`src/rtl/joy_port_pkg.sv`:
```
// package for the mouse/joystick counter port: offsets, field positions,
// reset values, frame timing and the structs that carry frame contents.
// assumes a 16-bit register port addressed by byte offset.
package joy_port_pkg;

  // register port geometry
  localparam int ADDR_W = 9;
  localparam int DATA_W = 16;

  // register offsets
  localparam logic [8:0] LEFT_PORT_COUNTS_OFS = 9'h00a;
  localparam logic [8:0] RIGHT_PORT_COUNTS_OFS = 9'h00c;
  localparam logic [8:0] COUNTER_TEST_LOAD_OFS = 9'h036;
  localparam logic [8:0] REVISION_AND_JUMPERS_OFS = 9'h07c;

  // counter geometry and field positions
  localparam int CNT_W = 8;
  localparam int NUM_COUNTERS = 4;
  localparam int TEST_Y_MSB = 15;
  localparam int TEST_Y_LSB = 10;
  localparam int TEST_X_MSB = 7;
  localparam int TEST_X_LSB = 2;

  // reset values
  localparam logic [CNT_W-3:0] CNT_UPPER_RST = 6'h00;
  localparam logic [1:0] CNT_PHASE_RST = 2'h0;
  localparam logic [7:0] JUMPERS_RST = 8'h00;
  localparam logic [15:0] RDATA_RST = 16'h0000;

  // serial frame timing, counted in colour clock phases
  localparam int FRAME_BITS = 16;
  localparam int BUS_CYCLES_PER_FRAME = 16;
  localparam int EDGES_PER_FRAME = 2 * BUS_CYCLES_PER_FRAME;
  localparam logic [4:0] EDGE_IDLE = 5'h1f;
  localparam logic [4:0] FIRST_SAMPLE_EDGE = 5'h02;
  localparam logic [4:0] LAST_SAMPLE_EDGE = 5'h11;

  // one received frame: movement bits first, then jumper bits
  typedef struct packed {
    logic [7:0] movement;
    logic [7:0] jumpers;
  } serial_frame_t;

  // decoded joystick directions, active high
  typedef struct packed {
    logic forward;
    logic back;
    logic left;
    logic right;
  } joy_dir_t;

endpackage : joy_port_pkg

```
`src/rtl/mouse_joystick_counter_port.sv`:
```
// mouse/joystick counter port: receives the serial port frame, keeps
// four quadrature counters, latches the jumper byte and serves the
// register port.
// assumes an external shifter that presents pins and jumpers msb first
// on serial_port_input, one bit per colour clock phase.
//
// The strobed register port was left to the implementer.
`timescale 1ns/100ps

// Overview of operation
// - each count register holds Y high, X low
// - each counter driven by one quadrature pair
// - low two counter bits follow pins
// - movement bits come first in frame
// - one frame every 16 bus cycles
// - msb first, pairs at positions 15 to 8
// - left/right on bit 1, xor gives forward/back
// - test write loads all four counters' upper bits
// - low byte identifies revision and features
// - revision field counts down from hex F
// - upper byte holds last eight frame bits
// - one 16-bit serial port feeds everything
module mouse_joystick_counter_port #(
  parameter logic [3:0] REV_LEVEL = 4'hf, // arbitrary revision value
  parameter bit ADV_FEATURES = 1'b0,
  parameter bit ENH_FEATURES = 1'b0
) (
  // clock and reset
  input wire logic clk_sys,
  input wire logic sys_rst,
  // register port
  input wire logic [joy_port_pkg::ADDR_W-1:0] reg_addr,
  input wire logic [joy_port_pkg::DATA_W-1:0] reg_wdata,
  input wire logic reg_write,
  input wire logic reg_read,
  output logic [joy_port_pkg::DATA_W-1:0] reg_rdata,
  // serial port
  input wire logic colour_clock,
  input wire logic serial_port_input,
  output logic shifter_load,
  // decoded status
  output joy_port_pkg::joy_dir_t left_dir,
  output joy_port_pkg::joy_dir_t right_dir,
  output logic [7:0] jumpers
);

  localparam int CW = joy_port_pkg::CNT_W;

  // frame from the receiver
  joy_port_pkg::serial_frame_t frame;
  logic frame_valid;

  // counters: 0 left Y, 1 left X, 2 right Y, 3 right X
  logic [CW-1:0] count [joy_port_pkg::NUM_COUNTERS];
  logic [CW-3:0] test_value [joy_port_pkg::NUM_COUNTERS];

  // bus decode
  logic hit_left;
  logic hit_right;
  logic hit_test;
  logic hit_rev;
  logic test_load;

  // read path
  logic [15:0] left_counts;
  logic [15:0] right_counts;
  logic [15:0] rev_word;
  logic [7:0] rev_low;
  logic [15:0] rdata_next;

  // latched jumper byte
  logic [7:0] jumpers_reg;

  // direction decode
  joy_port_pkg::joy_dir_t left_dir_next;
  joy_port_pkg::joy_dir_t right_dir_next;

  // serial frame receiver
  serial_frame_rx u_rx (
    .clk_sys(clk_sys),
    .sys_rst(sys_rst),
    .colour_clock(colour_clock),
    .serial_port_input(serial_port_input),
    .shifter_load(shifter_load),
    .frame(frame),
    .frame_valid(frame_valid)
  );

  // address decode; only the exact offsets respond
  assign hit_left = reg_addr == joy_port_pkg::LEFT_PORT_COUNTS_OFS;
  assign hit_right = reg_addr == joy_port_pkg::RIGHT_PORT_COUNTS_OFS;
  assign hit_test = reg_addr == joy_port_pkg::COUNTER_TEST_LOAD_OFS;
  assign hit_rev = reg_addr == joy_port_pkg::REVISION_AND_JUMPERS_OFS;
  assign test_load = reg_write && hit_test;

  // test word split: Y from the high byte, X from the low byte
  assign test_value[0] =
    reg_wdata[joy_port_pkg::TEST_Y_MSB:joy_port_pkg::TEST_Y_LSB];
  assign test_value[1] =
    reg_wdata[joy_port_pkg::TEST_X_MSB:joy_port_pkg::TEST_X_LSB];
  assign test_value[2] =
    reg_wdata[joy_port_pkg::TEST_Y_MSB:joy_port_pkg::TEST_Y_LSB];
  assign test_value[3] =
    reg_wdata[joy_port_pkg::TEST_X_MSB:joy_port_pkg::TEST_X_LSB];

  // four counters, each fed by its pair from the movement byte
  for (genvar k = 0; k < joy_port_pkg::NUM_COUNTERS; k++) begin : g_cnt
    quad_counter #(
      .WIDTH(CW)
    ) u_cnt (
      .clk_sys(clk_sys),
      .sys_rst(sys_rst),
      .update(frame_valid),
      .pin_a(frame.movement[7-2*k]),
      .pin_q(frame.movement[6-2*k]),
      .test_load(test_load),
      .test_value(test_value[k]),
      .count(count[k])
    );
  end

  // count words: Y in the upper byte, X in the lower byte
  assign left_counts = {count[0], count[1]};
  assign right_counts = {count[2], count[3]};

  // revision byte: field counts down, feature bits active low
  assign rev_low = {REV_LEVEL, 1'b1, ~ADV_FEATURES, ~ENH_FEATURES, 1'b1};
  assign rev_word = {jumpers_reg, rev_low};

  // jumper byte latched from the tail of each frame
  always_ff @(posedge clk_sys) begin
    if (sys_rst) begin
      jumpers_reg <= joy_port_pkg::JUMPERS_RST;
    end else if (frame_valid) begin
      jumpers_reg <= frame.jumpers;
    end
  end

  // read mux; reads only select, they never touch state
  always_comb begin
    rdata_next = joy_port_pkg::RDATA_RST;
    if (reg_read) begin
      if (hit_left) rdata_next = left_counts;
      else if (hit_right) rdata_next = right_counts;
      else if (hit_rev) rdata_next = rev_word;
      else rdata_next = joy_port_pkg::RDATA_RST;
    end
  end

  // read data stands only in the cycle after the strobe
  always_ff @(posedge clk_sys) begin
    if (sys_rst) reg_rdata <= joy_port_pkg::RDATA_RST;
    else reg_rdata <= rdata_next;
  end

  // directions: pins are active low, counters present them active high
  always_comb begin
    left_dir_next.left = count[0][1];
    left_dir_next.right = count[1][1];
    left_dir_next.forward = count[0][1] ^ count[0][0];
    left_dir_next.back = count[1][1] ^ count[1][0];
    right_dir_next.left = count[2][1];
    right_dir_next.right = count[3][1];
    right_dir_next.forward = count[2][1] ^ count[2][0];
    right_dir_next.back = count[3][1] ^ count[3][0];
  end

  // registered direction outputs
  always_ff @(posedge clk_sys) begin
    if (sys_rst) begin
      left_dir <= '0;
      right_dir <= '0;
    end else begin
      left_dir <= left_dir_next;
      right_dir <= right_dir_next;
    end
  end

  // registered jumper output
  always_ff @(posedge clk_sys) begin
    if (sys_rst) jumpers <= joy_port_pkg::JUMPERS_RST;
    else jumpers <= jumpers_reg;
  end

endmodule : mouse_joystick_counter_port

```
`src/rtl/serial_frame_rx.sv`:
```
// serial frame receiver: times one 16-bit frame per 16 colour clock
// cycles, pulses the external shifter load and samples one bit per phase.
// assumes colour_clock and serial_port_input are synchronous to clk_sys.
`timescale 1ns/100ps
module serial_frame_rx (
  // clock and reset
  input wire logic clk_sys,
  input wire logic sys_rst,
  // link side
  input wire logic colour_clock,
  input wire logic serial_port_input,
  output logic shifter_load,
  // received frame
  output joy_port_pkg::serial_frame_t frame,
  output logic frame_valid
);
  logic cck_prev_reg;
  logic [4:0] edge_cnt_reg;
  logic [15:0] shift_reg;
  logic cck_edge;
  logic cck_rise;
  logic in_window;
  logic [4:0] next_edge;

  assign cck_edge = colour_clock != cck_prev_reg;
  assign cck_rise = colour_clock & ~cck_prev_reg;
  // window tested on the phase that is just beginning; idle wraps to 0
  assign next_edge = edge_cnt_reg + 5'h01;
  assign in_window = next_edge >= joy_port_pkg::FIRST_SAMPLE_EDGE &&
                     next_edge <= joy_port_pkg::LAST_SAMPLE_EDGE;

  // previous colour clock level for phase detection
  always_ff @(posedge clk_sys) begin
    if (sys_rst) cck_prev_reg <= 1'b0;
    else cck_prev_reg <= colour_clock;
  end

  // phase counter: a frame starts on a rising colour clock edge
  always_ff @(posedge clk_sys) begin
    if (sys_rst) begin
      edge_cnt_reg <= joy_port_pkg::EDGE_IDLE;
    end else if (cck_rise && edge_cnt_reg == joy_port_pkg::EDGE_IDLE) begin
      edge_cnt_reg <= 5'h00;
    end else if (cck_edge && edge_cnt_reg != joy_port_pkg::EDGE_IDLE) begin
      edge_cnt_reg <= edge_cnt_reg + 5'h01;
    end
  end

  // load pulse to the shifter at frame start
  always_ff @(posedge clk_sys) begin
    if (sys_rst) shifter_load <= 1'b0;
    else shifter_load <= cck_rise && edge_cnt_reg == joy_port_pkg::EDGE_IDLE;
  end

  // msb first, one shift per phase in the clock that sees it begin;
  // shifting on every clock would take each bit as often as a phase lasts
  always_ff @(posedge clk_sys) begin
    if (sys_rst) begin
      shift_reg <= 16'h0000;
    end else if (cck_edge && in_window) begin
      shift_reg <= {shift_reg[14:0], serial_port_input};
    end
  end

  // the whole frame is handed over once its last bit is in
  always_ff @(posedge clk_sys) begin
    if (sys_rst) begin
      frame_valid <= 1'b0;
    end else begin
      frame_valid <= cck_edge && edge_cnt_reg == joy_port_pkg::LAST_SAMPLE_EDGE;
    end
  end

  assign frame = shift_reg;
endmodule : serial_frame_rx

```
`src/rtl/quad_counter.sv`:
```
// one quadrature position counter: low two bits follow the pin pair,
// upper bits carry or borrow when the phase wraps.
// assumes pin_a and pin_q are the pin levels of one frame, active low.
`timescale 1ns/100ps
module quad_counter #(
  parameter int WIDTH = 8
) (
  // clock and reset
  input wire logic clk_sys,
  input wire logic sys_rst,
  // pin pair from the current frame
  input wire logic update,
  input wire logic pin_a,
  input wire logic pin_q,
  // test load of the upper bits
  input wire logic test_load,
  input wire logic [WIDTH-3:0] test_value,
  // count
  output logic [WIDTH-1:0] count
);
  logic [WIDTH-3:0] upper_reg;
  logic [1:0] phase_reg;
  logic [1:0] phase_next;

  // one step of the upper bits, sized to them
  localparam logic [WIDTH-3:0] STEP = (WIDTH-2)'(1);

  // refuse widths that leave no upper bits
  if (WIDTH < 3) begin : g_width_check
    $error("quad_counter needs at least 3 bits");
  end

  // bit1 is the inverted second pin, bit0 the xor of both pins
  assign phase_next = {~pin_q, pin_q ^ pin_a};

  // low bits mirror the pins every frame
  always_ff @(posedge clk_sys) begin
    if (sys_rst) phase_reg <= joy_port_pkg::CNT_PHASE_RST;
    else if (update) phase_reg <= phase_next;
  end

  // carry on 3 to 0, borrow on 0 to 3; test load wins
  always_ff @(posedge clk_sys) begin
    if (sys_rst) begin
      upper_reg <= joy_port_pkg::CNT_UPPER_RST;
    end else if (test_load) begin
      upper_reg <= test_value;
    end else if (update && phase_reg == 2'h3 && phase_next == 2'h0) begin
      upper_reg <= upper_reg + STEP;
    end else if (update && phase_reg == 2'h0 && phase_next == 2'h3) begin
      upper_reg <= upper_reg - STEP;
    end
  end

  assign count = {upper_reg, phase_reg};
endmodule : quad_counter

```
`config.mk`:
```
export PLATFORM = sky130hd
export DESIGN_NAME = mouse_joystick_counter_port
export DESIGN_NICKNAME = d
export VERILOG_FILES = /design/src/rtl/joy_port_pkg.sv /design/src/rtl/mouse_joystick_counter_port.sv /design/src/rtl/serial_frame_rx.sv /design/src/rtl/quad_counter.sv
export SDC_FILE = /design/constraint.sdc
export NUM_CORES = 1
export LEC_CHECK = 0
export BUFFER_PORTS_ARGS = -buffer_cell sky130_fd_sc_hd__buf_2
export CAP_MARGIN = 25
export CELL_PAD_IN_SITES_DETAIL_PLACEMENT = 0
export CELL_PAD_IN_SITES_GLOBAL_PLACEMENT = 2
export CORE_AREA = 2 2 125 127
export DETAILED_ROUTE_END_ITERATION = 10
export DIE_AREA = 0 0 127 129
export PLACE_DENSITY_LB_ADDON = 0.1
export SYNTH_ARGS = -nofsm -noshare
export SYNTH_HDL_FRONTEND = slang
export SYNTH_HIERARCHICAL = 1
export SYNTH_SLANG_ARGS = --single-unit
```
`constraint.sdc`:
```
create_clock -name clk_sys -period 2.3 [get_ports clk_sys]
set_input_delay 0.345 -clock clk_sys [delete_from_list [all_inputs] [get_ports clk_sys]]
set_output_delay 0.345 -clock clk_sys [all_outputs]
set_load 0.005 [all_outputs]
```
==> run summary <==
signal arrival time at the worst endpoint -> 2.43 ns
Met3 Routed Length -> 303 µm
Net count, final -> 628
Area growth, synth to finish -> 17.7%
antenna-violating nets left -> 0
cell types with the largest area share after synthesis -> sky130_fd_sc_hd__dfxtp_1 38%, sky130_fd_sc_hd__mux2i_1 8.8%, sky130_fd_sc_hd__ha_1 7.3%, sky130_fd_sc_hd__nor2_1 3.7%, sky130_fd_sc_hd__a211oi_1 3.0%
global-route wire length before repair -> 18,900 µm
most used flip-flop cell after synthesis -> sky130_fd_sc_hd__dfxtp_1
largest fanout on the critical path -> 6
highest-count cells in the layout ignoring fill and taps -> 95 x sky130_fd_sc_hd__dfxtp_1, 59 x sky130_fd_sc_hd__buf_2, 49 x sky130_fd_sc_hd__nor2_1
Synth top area share -> 38.4%
Netlist cell types -> 58
Residual DRC -> 0
endpoint class of the critical path -> flip-flop
power per unit of standard cell area -> 690 mW/mm²
number of resized instances in the post-cts repair step -> 0
post-synthesis net count -> 556
depth of the CTS H-tree -> 3
share of post-route cells with drive strength above 1 -> 24.6%
post-synthesis simple-gate area fraction -> 18.3%
total number of clock tree sinks -> 96
library cell used as clock root buffer -> sky130_fd_sc_hd__clkbuf_16
XOR/XNOR share of the synthesized area -> 4.10%
IR Drop Worst-Case VDD -> 0.000433 V
Final GP Congestion -> 0.765
commonest non-fill, non-tap cell in the layout -> sky130_fd_sc_hd__dfxtp_1
result of the run -> finished clean
slew at the pin closest to its max-slew limit -> 0.522 ns
pin count of the biggest net entering global routing -> 82
post-CTS setup repair buffer count -> 0
Setup crit start kind -> flip-flop
multiplexer share of the synthesized area -> 8.80%
TritonCTS clock tree -> built
Crit path required time -> 2.57 ns
Async SR Flop Fraction -> 0%
WS Path Type -> flip-flop to flip-flop
ant diodes -> 0
Max Clock Freq -> 462 MHz
HPWL reported at the end of detailed placement -> 8520 µm
boundary pin count -> 64
number of buffers on the longest clock path -> 2
cell type with the largest total area after synthesis -> sky130_fd_sc_hd__dfxtp_1
fraction of the yosys area taken by sequential cells -> 38.4%
Clk Latency, worst-skew pair -> 0.36 ns
Rel. slew slack -> 65.2%
all-layer global routing usage -> 14.8%
setup tns final -> 0 ns
via density per instance -> 4.98
initial antenna violation count -> 0
DR vias -> 3,768
Tot Pwr -> 4.06 mW
leak pwr -> 2.49 nW
RSZ-0062 raised after global routing -> false
number of detailed-route iterations in the first pass -> 4
clock period minus worst slack -> 2.16 ns
effective utilization at floorplan -> 33.4%
final-report hold violation count -> 0
final number of setup-violating endpoints -> 0
Die X-Extent -> 127 µm
Core Area -> 0.0150 mm²
Final Slew Violations -> 0
Routed WL per cell -> 15.5 µm
gate count after technology mapping -> 492
total of warnings raised by yosys -> 6
final clock skew -> 0.00752 ns
number of buffers inserted during clock tree synthesis -> 9
count of port buffers added during placement -> 59
wire length the detailed router placed on met1 -> 5840 µm
via count of the first global-routing pass -> 3,617
floorplan die area -> 0.0164 mm²
combinational family with the most area after synthesis -> simple AND/OR/NAND/NOR gates
final worst path period share -> 94.1%
post-synthesis sequential element count -> 96
count of maximum capacitance violations -> 0
number of buffers inserted by hold repair at cts -> 0
Syn Std Cell Area -> 0.00500 mm²
die boundary height -> 129 µm
highest layer used for signal routing -> met4
post-synthesis share of cell area spent on full adders, half adders and majority gates -> 8.85%
filler instances -> 1,536
Synth Area in Compound Gates -> 17.6%
total met2 wirelength after detailed routing -> 5370 µm
initial DRC count -> 137
total routed wirelength -> 11,700 µm
class of the most critical hold timing path -> input port to flip-flop
number of rows in the core area -> 45
max FFs per register -> 24
average footprint of a synthesized cell -> 10.2 µm²
global-route congestion overflow total -> 0
Worst R2R Setup Slack -> 0.14 ns
CTS clk-pin slew, worst paths -> 0.07 ns
Post-synth EDFFs -> 0
## logic make-up after synthesis
family,Yosys count
adder cells (fa/ha/maj),33
flip-flops,96
buffers and inverters,31
AO/OA/AOI/OAI,115
AND/OR/NAND/NOR,153
XOR/XNOR,20
multiplexers,44
## stage by stage
| step | instance area [µm²] | worst slack [ns] | hold WS (ns) | cells | util [%] |
|---|---|---|---|---|---|
| 4_1_cts | 5890 | 0.130 | 0.210 | 757 | 39.3 |
| 5_1_grt | 5890 | 0.00314 | 0.243 | 757 | 39.3 |
| 3_5_place_dp | 5600 | 0.128 | 0.459 | 741 | 37.4 |
| 3_3_place_gp | 5600 | 0.146 | 0.448 | 741 | 37.4 |
| 2_1_floorplan | 5000 | 0.181 | 0.417 | 492 | - |
| 6_report | 5890 | 0.136 | 0.226 | 757 | 39.3 |
## cell usage after synthesis (4+ instances only)
cell,number
sky130_fd_sc_hd__ha_1,29
sky130_fd_sc_hd__a21o_2,4
sky130_fd_sc_hd__nand4_1,4
sky130_fd_sc_hd__xnor2_1,16
sky130_fd_sc_hd__nand2_1,24
sky130_fd_sc_hd__clkbuf_1,9
sky130_fd_sc_hd__nand3_1,4
sky130_fd_sc_hd__nor2_1,49
sky130_fd_sc_hd__nor2b_1,14
sky130_fd_sc_hd__a21o_1,14
sky130_fd_sc_hd__o2bb2ai_2,8
sky130_fd_sc_hd__buf_4,9
sky130_fd_sc_hd__a22oi_1,8
sky130_fd_sc_hd__buf_6,4
sky130_fd_sc_hd__a211oi_1,20
sky130_fd_sc_hd__a21oi_4,4
sky130_fd_sc_hd__nand4_4,4
sky130_fd_sc_hd__mux2i_1,44
sky130_fd_sc_hd__o21ai_0,10
sky130_fd_sc_hd__inv_1,8
sky130_fd_sc_hd__a21oi_1,25
sky130_fd_sc_hd__o311a_1,4
sky130_fd_sc_hd__and3_1,4
sky130_fd_sc_hd__nand2b_1,24
sky130_fd_sc_hd__fa_1,4
sky130_fd_sc_hd__nor3_2,4
sky130_fd_sc_hd__xnor2_2,4
sky130_fd_sc_hd__dfxtp_1,96
sky130_fd_sc_hd__o21ai_1,8
## final timing paths
check | start | to | cells after the start
max | u_rx/frame[13] | g_cnt[1].u_cnt/upper_reg[4] | 8
min | colour_clock | u_rx/cck_prev_reg | 2
max reg2reg | u_rx/frame[13] | g_cnt[1].u_cnt/upper_reg[4] | 8
min reg2reg | u_rx/edge_cnt_reg[4] | u_rx/frame_valid | 2
## worst max-delay path, stage by stage, from the launching register on
cell	delay, ns
sky130_fd_sc_hd__dfxtp_1	0.38
sky130_fd_sc_hd__ha_1	0.23
sky130_fd_sc_hd__nand4_4	0.19
sky130_fd_sc_hd__fa_1	0.45
sky130_fd_sc_hd__a21o_1	0.17
sky130_fd_sc_hd__a21oi_1	0.17
sky130_fd_sc_hd__xnor2_1	0.14
sky130_fd_sc_hd__mux2i_1	0.10
sky130_fd_sc_hd__a211oi_1	0.23
## metal layers
layer  track usage (%)  up-vias
li1                  -     1927
met1              20.1     1778
met2              23.2       50
met3              2.58       13
met4              6.59        0
met5                 0        -
## where the power goes
group / switching (mW) / internal [mW] / total [mW] / leakage (nW)
Combinational: 0.398 / 0.395 / 0.793 / 1.58
Clock: 0.731 / 0.764 / 1.49 / 0.139
Sequential: 0.0566 / 1.72 / 1.77 / 0.775
Total: 1.19 / 2.88 / 4.06 / 2.49
## cell type report
cell class | count | area (µm²) | share of cell area (%)
Clock inverter | 6 | 58.8 | 0.999
Clock buffer | 10 | 229 | 3.89
Tap cell | 188 | 235 | 3.99
Timing Repair Buffer | 84 | 520 | 8.84
Inverter | 8 | 30.0 | 0.510
Sequential cell | 96 | 1920 | 32.7
Multi-Input combinational cell | 365 | 2890 | 49.1
(Power assumes the default switching activity.)
